**src/inc/clk_route_pkg.sv**
```systemverilog
// Package with register map, field layout and types of the clock routing configuration block.
package clk_route_pkg;
  localparam logic [9:0] ADDR_PLL_CTRL = 10'h010;
  localparam logic [9:0] ADDR_PREDIV = 10'h1e0;
  localparam logic [9:0] ADDR_SRC_SEL = 10'h1e1;
  localparam logic [9:0] ADDR_UPDATE = 10'h232;
  localparam logic [7:0] UPDATE_CODE = 8'h01;
  localparam int PWR_LSB = 0;
  localparam int POL_BIT = 7;
  localparam int BYP_BIT = 0;
  localparam int SRC_BIT = 1;
  localparam logic [1:0] PWR_NORMAL = 2'h0;
  localparam logic [1:0] PWR_DOWN = 2'h1;
  localparam logic [1:0] PWR_RESET = PWR_DOWN;
  localparam logic [2:0] PREDIV_RESET = 3'h2;
  localparam logic BYP_RESET = 1'b0;
  localparam logic SRC_RESET = 1'b0;
  localparam logic POL_RESET = 1'b0;
  localparam logic [2:0] PREDIV_RATIO_MIN = 3'h2;
  localparam logic [2:0] PREDIV_RATIO_MAX = 3'h6;

  typedef struct packed {
    logic [1:0] pll_power;
    logic pfd_negative;
    logic [2:0] prediv_code;
    logic bypass_prediv;
    logic src_internal;
  } route_cfg_t;

  localparam route_cfg_t CFG_RESET = '{
    pll_power: PWR_RESET,
    pfd_negative: POL_RESET,
    prediv_code: PREDIV_RESET,
    bypass_prediv: BYP_RESET,
    src_internal: SRC_RESET
  };

  typedef struct packed {
    route_cfg_t pending;
    route_cfg_t active;
    logic [7:0] rdata;
    logic [2:0] ratio;
  } route_state_t;
endpackage

```
**src/clock_source_routing_config.sv**
```systemverilog
// Clock source routing and PLL configuration registers with shadowed update.
`timescale 1ns/10ps
// Overview of operation
// Power-up: PLL off, external clock through predivider.
// Power field 01 powers PLL down, 00 runs.
// Predivider ratio field defaults to 010, divide four.
// Applied predivider ratio never below two.
// Bypass bit zero feeds distribution from predivider.
// Source bit zero selects external clock input.
// New values apply only after writing 01 update.
// All fields return to defaults on reset.
// PLL with external input powers internal oscillator off.
// Software sets power 00, external source for PLL.
// Polarity bit zero positive, one negative.
// Software keeps predivider above 1600 MHz input.
// Bypass bit one feeds source directly.
// Source bit one selects internal oscillator.
// Update transfers all pending values together.
module clock_source_routing_config
  import clk_route_pkg::*;
(
  // Clock and reset.
  input wire logic i_clk,
  input wire logic i_rst,
  // Register port.
  input wire logic [9:0] i_addr,
  input wire logic [7:0] i_wdata,
  input wire logic i_wr,
  input wire logic i_rd,
  output logic [7:0] o_rdata,
  // Active routing controls.
  output logic o_pll_powerdown,
  output logic o_pfd_negative,
  output logic o_src_internal,
  output logic o_int_osc_enable,
  output logic o_bypass_prediv,
  output logic [2:0] o_prediv_ratio
);

  route_state_t state_reg;
  route_state_t state_next;

  // Division ratio for a predivider code; codes above four clamp to six.
  function automatic logic [2:0] ratio_of(input logic [2:0] code);
    logic [2:0] r;
    r = code + 3'h2;
    if (code > 3'h4) begin
      r = PREDIV_RATIO_MAX;
    end
    if (r < PREDIV_RATIO_MIN) begin
      r = PREDIV_RATIO_MIN;
    end
    return r;
  endfunction

  always_comb begin
    state_next = state_reg;
    state_next.rdata = 8'h00;
    if (i_wr) begin
      unique case (i_addr)
        ADDR_PLL_CTRL: begin
          state_next.pending.pll_power = i_wdata[PWR_LSB +: 2];
          state_next.pending.pfd_negative = i_wdata[POL_BIT];
        end
        ADDR_PREDIV: begin
          state_next.pending.prediv_code = i_wdata[2:0];
        end
        ADDR_SRC_SEL: begin
          state_next.pending.bypass_prediv = i_wdata[BYP_BIT];
          state_next.pending.src_internal = i_wdata[SRC_BIT];
        end
        ADDR_UPDATE: begin
          if (i_wdata == UPDATE_CODE) begin
            state_next.active = state_reg.pending;
          end
        end
        default: begin
        end
      endcase
    end
    if (i_rd) begin
      unique case (i_addr)
        ADDR_PLL_CTRL: begin
          state_next.rdata = {state_reg.pending.pfd_negative, 5'h00,
                              state_reg.pending.pll_power};
        end
        ADDR_PREDIV: begin
          state_next.rdata = {5'h00, state_reg.pending.prediv_code};
        end
        ADDR_SRC_SEL: begin
          state_next.rdata = {6'h00, state_reg.pending.src_internal,
                              state_reg.pending.bypass_prediv};
        end
        default: begin
          state_next.rdata = 8'h00;
        end
      endcase
    end
    state_next.ratio = ratio_of(state_next.active.prediv_code);
  end

  always_ff @(posedge i_clk or posedge i_rst) begin
    if (i_rst) begin
      state_reg <= '{pending: CFG_RESET, active: CFG_RESET, rdata: 8'h00,
                     ratio: 3'h4};
    end else begin
      state_reg <= state_next;
    end
  end

  assign o_rdata = state_reg.rdata;
  assign o_pll_powerdown = (state_reg.active.pll_power != PWR_NORMAL);
  assign o_pfd_negative = state_reg.active.pfd_negative;
  assign o_src_internal = state_reg.active.src_internal;
  assign o_bypass_prediv = state_reg.active.bypass_prediv;
  assign o_prediv_ratio = state_reg.ratio;
  // The internal oscillator runs only when it is the selected source.
  assign o_int_osc_enable = state_reg.active.src_internal;

  a_reset_defaults: assert property (@(posedge i_clk) $fell(i_rst) |->
    o_pll_powerdown && !o_src_internal && !o_bypass_prediv && o_prediv_ratio == 3'h4)
    else $error("defaults wrong after reset");
  a_ratio_floor: assert property (@(posedge i_clk) disable iff (i_rst)
    o_prediv_ratio >= 3'h2 && o_prediv_ratio <= 3'h6)
    else $error("predivider ratio out of range");
  a_hold_until_update: assert property (@(posedge i_clk) disable iff (i_rst)
    !(i_wr && i_addr == ADDR_UPDATE && i_wdata == UPDATE_CODE) |=>
    $stable(o_src_internal) && $stable(o_bypass_prediv) && $stable(o_pll_powerdown))
    else $error("setting changed without update");
  a_update_applies: assert property (@(posedge i_clk) disable iff (i_rst)
    (i_wr && i_addr == ADDR_UPDATE && i_wdata == UPDATE_CODE) |=>
    o_src_internal == $past(state_reg.pending.src_internal) &&
    o_pfd_negative == $past(state_reg.pending.pfd_negative) &&
    o_bypass_prediv == $past(state_reg.pending.bypass_prediv))
    else $error("update did not copy all settings");
  a_osc_off_external: assert property (@(posedge i_clk) disable iff (i_rst)
    !o_src_internal |-> !o_int_osc_enable)
    else $error("internal oscillator on with external source");
  a_read_data: assert property (@(posedge i_clk) disable iff (i_rst)
    (i_rd && i_addr == ADDR_SRC_SEL) |=> o_rdata[7:2] == 6'h00)
    else $error("reserved read bits not zero");
  a_power_decode: assert property (@(posedge i_clk) disable iff (i_rst)
    o_pll_powerdown == (state_reg.active.pll_power != 2'h0))
    else $error("power state decode wrong");

  // A write of the update code to the update register.
  wire logic upd_hit = i_wr && (i_addr == ADDR_UPDATE) && (i_wdata == UPDATE_CODE);

  a_rdata_idle: assert property (@(posedge i_clk) disable iff (i_rst)
    !i_rd |=>
    o_rdata == 8'h00)
    else $error("read data not zero outside a read");

  a_rdata_on_write: assert property (@(posedge i_clk) disable iff (i_rst)
    i_wr |=>
    o_rdata == 8'h00)
    else $error("read data not zero after a write");

  a_read_pll_rsvd: assert property (@(posedge i_clk) disable iff (i_rst)
    (i_rd && i_addr == ADDR_PLL_CTRL) |=>
    o_rdata[6:2] == 5'h00)
    else $error("power register reserved bits not zero");

  a_read_prediv_rsvd: assert property (@(posedge i_clk) disable iff (i_rst)
    (i_rd && i_addr == ADDR_PREDIV) |=>
    o_rdata[7:3] == 5'h00)
    else $error("ratio register reserved bits not zero");

  a_read_update_zero: assert property (@(posedge i_clk) disable iff (i_rst)
    (i_rd && i_addr == ADDR_UPDATE) |=>
    o_rdata == 8'h00)
    else $error("update register read not zero");

  a_read_pll_value: assert property (@(posedge i_clk) disable iff (i_rst)
    (i_rd && i_addr == ADDR_PLL_CTRL) |=>
    o_rdata[1:0] == $past(state_reg.pending.pll_power))
    else $error("power field read wrong");

  a_read_pol_value: assert property (@(posedge i_clk) disable iff (i_rst)
    (i_rd && i_addr == ADDR_PLL_CTRL) |=>
    o_rdata[7] == $past(state_reg.pending.pfd_negative))
    else $error("polarity bit read wrong");

  a_read_prediv_value: assert property (@(posedge i_clk) disable iff (i_rst)
    (i_rd && i_addr == ADDR_PREDIV) |=>
    o_rdata[2:0] == $past(state_reg.pending.prediv_code))
    else $error("ratio field read wrong");

  a_read_src_value: assert property (@(posedge i_clk) disable iff (i_rst)
    (i_rd && i_addr == ADDR_SRC_SEL) |=>
    o_rdata[1:0] == {$past(state_reg.pending.src_internal), $past(state_reg.pending.bypass_prediv)})
    else $error("source bits read wrong");

  a_pend_power: assert property (@(posedge i_clk) disable iff (i_rst)
    (i_wr && i_addr == ADDR_PLL_CTRL) |=>
    state_reg.pending.pll_power == $past(i_wdata[1:0]))
    else $error("power field not stored");

  a_pend_polarity: assert property (@(posedge i_clk) disable iff (i_rst)
    (i_wr && i_addr == ADDR_PLL_CTRL) |=>
    state_reg.pending.pfd_negative == $past(i_wdata[POL_BIT]))
    else $error("polarity bit not stored");

  a_pend_prediv: assert property (@(posedge i_clk) disable iff (i_rst)
    (i_wr && i_addr == ADDR_PREDIV) |=>
    state_reg.pending.prediv_code == $past(i_wdata[2:0]))
    else $error("ratio field not stored");

  a_pend_bypass: assert property (@(posedge i_clk) disable iff (i_rst)
    (i_wr && i_addr == ADDR_SRC_SEL) |=>
    state_reg.pending.bypass_prediv == $past(i_wdata[BYP_BIT]))
    else $error("bypass bit not stored");

  a_pend_source: assert property (@(posedge i_clk) disable iff (i_rst)
    (i_wr && i_addr == ADDR_SRC_SEL) |=>
    state_reg.pending.src_internal == $past(i_wdata[SRC_BIT]))
    else $error("source bit not stored");

  a_pend_unmapped: assert property (@(posedge i_clk) disable iff (i_rst)
    (i_wr && i_addr != ADDR_PLL_CTRL && i_addr != ADDR_PREDIV && i_addr != ADDR_SRC_SEL) |=>
    $stable(state_reg.pending))
    else $error("pending settings changed by other address");

  a_pend_hold: assert property (@(posedge i_clk) disable iff (i_rst)
    !i_wr |=>
    $stable(state_reg.pending))
    else $error("pending settings changed without a write");

  a_active_hold: assert property (@(posedge i_clk) disable iff (i_rst)
    !i_wr |=>
    $stable(state_reg.active))
    else $error("active settings changed without a write");

  a_bad_update: assert property (@(posedge i_clk) disable iff (i_rst)
    (i_wr && i_addr == ADDR_UPDATE && i_wdata != UPDATE_CODE) |=>
    $stable(state_reg.active))
    else $error("wrong update code applied settings");

  a_ratio_hold: assert property (@(posedge i_clk) disable iff (i_rst)
    !upd_hit |=>
    $stable(o_prediv_ratio) && $stable(o_pfd_negative))
    else $error("ratio or polarity changed without update");

  a_update_whole: assert property (@(posedge i_clk) disable iff (i_rst)
    upd_hit |=>
    state_reg.active == $past(state_reg.pending))
    else $error("update did not copy the whole setting");

  a_update_keeps: assert property (@(posedge i_clk) disable iff (i_rst)
    upd_hit |=>
    $stable(state_reg.pending))
    else $error("update disturbed pending settings");

  a_update_ratio: assert property (@(posedge i_clk) disable iff (i_rst)
    upd_hit |=>
    o_prediv_ratio == ratio_of($past(state_reg.pending.prediv_code)))
    else $error("update did not apply the ratio");

  a_update_power: assert property (@(posedge i_clk) disable iff (i_rst)
    upd_hit |=>
    o_pll_powerdown == ($past(state_reg.pending.pll_power) != PWR_NORMAL))
    else $error("update did not apply the power state");

  a_ratio_small: assert property (@(posedge i_clk) disable iff (i_rst)
    (state_reg.active.prediv_code <= 3'h4) |->
    o_prediv_ratio == 3'(state_reg.active.prediv_code + 3'h2))
    else $error("ratio not code plus two");

  a_ratio_clamp: assert property (@(posedge i_clk) disable iff (i_rst)
    (state_reg.active.prediv_code > 3'h4) |->
    o_prediv_ratio == PREDIV_RATIO_MAX)
    else $error("large code not clamped");

  a_ratio_default: assert property (@(posedge i_clk) disable iff (i_rst)
    (state_reg.active.prediv_code == PREDIV_RESET) |->
    o_prediv_ratio == 3'h4)
    else $error("default code not divide by four");

  a_osc_follow: assert property (@(posedge i_clk) disable iff (i_rst)
    o_src_internal |->
    o_int_osc_enable)
    else $error("internal oscillator off while selected");

  a_pll_external: assert property (@(posedge i_clk) disable iff (i_rst)
    (!o_pll_powerdown && !o_src_internal) |->
    !o_int_osc_enable)
    else $error("internal oscillator on with external loop");

  a_reset_pending: assert property (@(posedge i_clk)
    $fell(i_rst) |->
    state_reg.pending == CFG_RESET)
    else $error("pending settings not default after reset");

  a_reset_outputs: assert property (@(posedge i_clk)
    $fell(i_rst) |->
    !o_pfd_negative && !o_int_osc_enable && o_rdata == 8'h00)
    else $error("outputs not default after reset");

  a_reset_pll_off: assert property (@(posedge i_clk)
    $fell(i_rst) |->
    state_reg.active.pll_power == PWR_DOWN)
    else $error("power field not default after reset");
endmodule

```
**config.mk**
```make
export PLATFORM = sky130hd
export DESIGN_NAME = clock_source_routing_config
export DESIGN_NICKNAME = d
export VERILOG_FILES = /design/src/inc/clk_route_pkg.sv /design/src/clock_source_routing_config.sv
export SDC_FILE = /design/constraint.sdc
export NUM_CORES = 1
export LEC_CHECK = 0
export BUFFER_PORTS_ARGS = -buffer_cell sky130_fd_sc_hd__buf_2
export CAP_MARGIN = 25
export CORE_AREA = 4 4 54 56
export DETAILED_ROUTE_END_ITERATION = 16
export DIE_AREA = 0 0 58 60
export GPL_TIMING_DRIVEN = 1
export MAX_ROUTING_LAYER = met4
export PLACE_DENSITY = 0.76
export SLEW_MARGIN = 20
export SYNTH_ARGS = -nofsm -noshare
export SYNTH_HDL_FRONTEND = slang
export SYNTH_SLANG_ARGS = --single-unit
```
**constraint.sdc**
```tcl
create_clock -name i_clk -period 2.3 [get_ports i_clk]
set_input_delay 0.115 -clock i_clk [delete_from_list [all_inputs] [get_ports i_clk]]
set_output_delay 0.115 -clock i_clk [all_outputs]
set_load 0.02 [all_outputs]
```
======== Word-level counts from Yosys, hierarchy flattened ========
Cells that the tools add are included.
storage, ports and cells
  latch bits .............................. 0
  register bits ........................... 27
  memories kept ........................... 0
  bits of input ports ..................... 22
  RAM bits ................................ 0
  memory bits (read-only) ................. 0
  output and inout port bits .............. 16
cells by class
  multiply operators ...................... 0
  equal/unequal tests ..................... 5
  divide/modulo/power cells ............... 0
  bitwise operators ....................... 0
  shifts and indexed selects .............. 0
  $add $sub $neg .......................... 1
  muxes and demuxes ....................... 7
  reduce and logical (&&, ||, !) cells .... 5
  magnitude comparators ................... 2
operators by type and width
  operator              number
  $pmux 8 s3            1
  $eq 10x9->1 const B   2
  $mux 5                3
  $eq 10x10->1 const B  1
  $eq 10x5->1 const B   1
  $eq 8x1->1 const B    1
  $mux 8                1
  $mux 3                2
  $reduce_and 2->1      3
  $add 3x2->3 const B   1
  $gt 3x3->1 const B    1
  $lt 3x2->1 const B    1
  $reduce_and 3->1      1
  $reduce_bool 2->1     1

======== Longest topological paths before layout ========
  depth after elaboration ................. 8
  gate-level depth with buffers ........... 5

======== Worst setup path after synthesis ========
Ideal clock, no wire load.
  kind .................................... input port to flip-flop
  start point ............................. in i_wdata[3]
  end point ............................... reg state_reg, in the netlist o_bypass_prediv
  slack ................................... 0.791 ns
  data required time ...................... 2.175 ns
  cell stages on the path ................. 5
  arrival time ............................ 1.384 ns
  library setup time ...................... 0.125 ns
  path through ............................ nand4b_1 -> or4_1 -> nor3_2 -> buf_6 -> mux2_4
between the ends
  longest elaborated chain between the ends .. 2
ends and longest elaborated chain
  what                        RTL line                            text
  start: declaration          clock_source_routing_config.sv:27   input wire logic [7:0] i_wdata,
  $eq 8x1->1                  --
  $reduce_and 3->1 (no line)  --
  end signal: assignment      clock_source_routing_config.sv:104  state_reg <= '{pending: CFG_RESET, active: CFG_RESET, rdata: 8'h00,
  end signal: assignment      clock_source_routing_config.sv:107  state_reg <= state_next;
  end: declaration            clock_source_routing_config.sv:40   route_state_t state_reg;
No other way between the ends.
A chain may end at the register's enable or synchronous reset.

======== Worst setup path in the final report ========
Ends and elaborated chain as after synthesis.

==> reports/results.md <==
| Item | Reported | Unit |
| --- | --- | --- |
| Highest ir drop seen on vdd | 0.000266 | V |
| Width of the die | 58 | um |
| Synth Area in XOR/XNOR | 0 | % |
| Fraction of the mapped netlist area in compound gates | 1.29 | % |
| Initial core utilization | 47.9 | % |
| Setup repair after global routing missed its margin | no | - |
| Launch point of the critical path | i_wdata[3] | - |
| Share of cells above drive strength 1 | 49.2 | % |
| Root Driver | sky130_fd_sc_hd__clkbuf_4 | - |
| Critical path class | input port to flip-flop | - |
| Total core area | 0.00243 | sq mm |
| Global-route wire length before repair | 3390 | um |
| Basic-gate share of the synthesized area counting and, or, nand and nor cells | 16.9 | % |
| Residual DRC count | 0 | - |
| Max cap viols | 0 | - |
| Via/cell ratio | 4.96 | - |
| Number of clock buffers inserted by TritonCTS | 3 | - |
| Source of the worst hold timing path | i_wdata[7] | - |
| Port buffer count | 33 | - |
| Prevailing post-synth register cell | sky130_fd_sc_hd__dfrtp_1 | - |
| Pwr/cell area | 484 | mW/mm^2 |
| Sequential cell area fraction in the yosys report | 49.9 | % |
| Total number of clock tree sinks | 23 | - |
| Longest Clk Path Bufs | 2 | - |
| Worst slew slack as a fraction of its limit | 44.8 | % |
| Worst r2r src | state_reg[21] | - |
| Total via count after detailed routing | 734 | - |
| Clock tree from TritonCTS | yes | - |
| Highest-count cells in the layout ignoring fill and taps | sky130_fd_sc_hd__buf_2 (33), sky130_fd_sc_hd__dfrtp_1 (18), sky130_fd_sc_hd__mux2_1 (8), sky130_fd_sc_hd__mux2_4 (7), sky130_fd_sc_hd__dfstp_2 (5) | - |
| Mean routed wirelength per cell | 13.9 | um |
| Final clock period utilization by the worst path | 57.8 | % |
| Outcome | complete, no violations | - |
| I/O pin count | 38 | - |
| Later-pin clock latency in the skew report | 0.30 | ns |
| Leak pwr | 0.667 | nW |
| Minimum hold slack | 0.0308 | ns |
| F_max | 752 | MHz |
| Gate Count Post-Synth | 89 | - |
| Syn Std Cell Area | 0.00116 | sq mm |
| Placed insts | 143 | - |
| Final worst-path setup slack | 0.970 | ns |
| Yosys synthesis warning count | 0 | - |
| Number of enable flip-flop cells after synthesis | 0 | - |
| Number of synthesized register bits | 23 | - |
| First DRT Iteration DRCs | 7 | - |
| HPWL after detailed placement | 1670 | um |
| Overflow left after global routing | 0 | - |
| Maximum number of pins on one net before global-route repair | 24 | - |
| Row Count | 18 | - |
| Transition time of the tightest slew-check pin | 0.827 | ns |
| Adder-cell share of the synthesized area | 0 | % |
| Number of endpoints failing setup at the final stage | 0 | - |
| Vias in the first global route | 745 | - |
| Most frequent standard cell in the layout excluding fill and tap cells | sky130_fd_sc_hd__buf_2 | - |
| Critical Path End Type | flip-flop | - |
| Final-report max-slew violation count | 0 | - |
| NumNets Final | 141 | - |
| Summed negative setup slack over all endpoints | 0 | ns |
| Worst path arrival time | 1.53 | ns |
| Full die area | 0.00348 | sq mm |
| Setup Skew | 0.000481 | ns |
| Final number of hold-violating endpoints | 0 | - |
| Antenna diode instance count | 0 | - |
| Initial antenna violation count | 0 | - |
| Number of iterations in the first detailed-routing pass | 4 | - |
| Routability Congestion | 0.803 | - |
| GRT Resource Usage Total | 13.3 | % |
| H-Tree Depth | 1 | - |
| Post-Place Worst Slack | 0.635 | ns |
| Proportion of synthesized area in mux cells | 22.2 | % |
| Share of async-settable or async-resettable flops after synthesis | 100 | % |
| Count of non-filler cells in the finished layout | 148 | - |
| Post-synthesis to final-layout area growth | 13.4 | % |
| Dominant combinational cell family by area after synthesis | multiplexers | - |
| DRT Wirelength | 2050 | um |
| Number of distinct library cells after synthesis | 29 | - |
| Maximum fanout along the worst path | 11 | - |
| Average instance area after synthesis | 13.1 | sq um |
| Largest register FFs | 13 | - |
| Startpoint type of the worst setup path | input port | - |
| CP Data Required Time | 2.50 | ns |
| Kind of path behind the tightest hold check | input port to flip-flop | - |
| Die extent in y | 60 | um |
| Number of nets with antenna violations after routing | 0 | - |
| CTS clock-pin slew for the worst setup and hold paths | 0.12 | ns |
| Post-route minimum period | 1.33 | ns |
[power by group]
part / internal, W / switching (W)
combinational: 0.0000201 / 0.0000303
sequential: 0.000407 / 0.00000199
clock: 0.0000676 / 0.000113
[cells in the mapped netlist, types with 3 or more instances]
| cell | n | share of area (%) |
|---|---|---|
| sky130_fd_sc_hd__buf_4 | 12 | 7.7 |
| sky130_fd_sc_hd__dfrtp_1 | 18 | 39 |
| sky130_fd_sc_hd__dfstp_2 | 5 | 11 |
| sky130_fd_sc_hd__mux2_1 | 8 | 7.7 |
| sky130_fd_sc_hd__mux2_2 | 3 | 2.9 |
| sky130_fd_sc_hd__mux2_4 | 7 | 9.0 |
| sky130_fd_sc_hd__mux2i_1 | 3 | 2.6 |
| sky130_fd_sc_hd__nor2_1 | 3 | 0.97 |
| sky130_fd_sc_hd__nor2b_1 | 4 | 2.1 |
[metrics by stage]
stage	power [W]	area [sq um]	utilization [%]
after global placement	0.000464	1280	52.8
after detailed placement	0.000467	1280	52.8
final	0.000640	1320	54.3
after global routing	0.000663	1320	54.3
after CTS	0.000645	1320	54.3
after floorplan	0.000443	1180	-
[cell type report]
cell class / instances / area (sq um)
fillers: 218 / 1110
flip-flops and latches: 23 / 582
multi-input cells: 54 / 485
repair buffers: 35 / 183
well taps: 30 / 37.5
clock buffers: 4 / 26.3
inverters: 2 / 7.51
[critical path: stages]
cell	delay [ns]
sky130_fd_sc_hd__buf_2	0.09
sky130_fd_sc_hd__nand4b_1	0.15
sky130_fd_sc_hd__or4_1	0.49
sky130_fd_sc_hd__nor3_2	0.11
sky130_fd_sc_hd__buf_4	0.25
sky130_fd_sc_hd__mux2_4	0.32
[layer usage]
metal  vias to the layer above  wire, um  GRT usage (%)
li1                        356         -              -
met1                       345       894           16.7
met2                        28       991           21.9
met3                         5       126           1.30
met4                         0        41           5.96
met5                         -         0              -
[worst paths after layout]
kind / endpoint / slack (ns) / depth (start not counted)
min: state_reg[24] / 0.03 / 2
max: o_bypass_prediv / 0.97 / 6
max in group asynchronous: state_reg[15] / 1.29 / 3
max reg2reg: o_rdata[0] / 1.26 / 3
min in group asynchronous: state_reg[18] / 0.50 / 3
min reg2reg: o_pfd_negative / 0.53 / 1
[logic make-up after synthesis]
kind of cell	after synthesis
mux	21
simple gates	27
compound gates	2
buf+inv	15
flops	23
other cells	1
[what timing repair did]
action                    in CTS  in global routing
gates resized for setup        0                  0
hold endpoints to repair      18                  0
buffers inserted               0                  0
hold buffers                   1                  0
(Power assumes the default switching activity.)
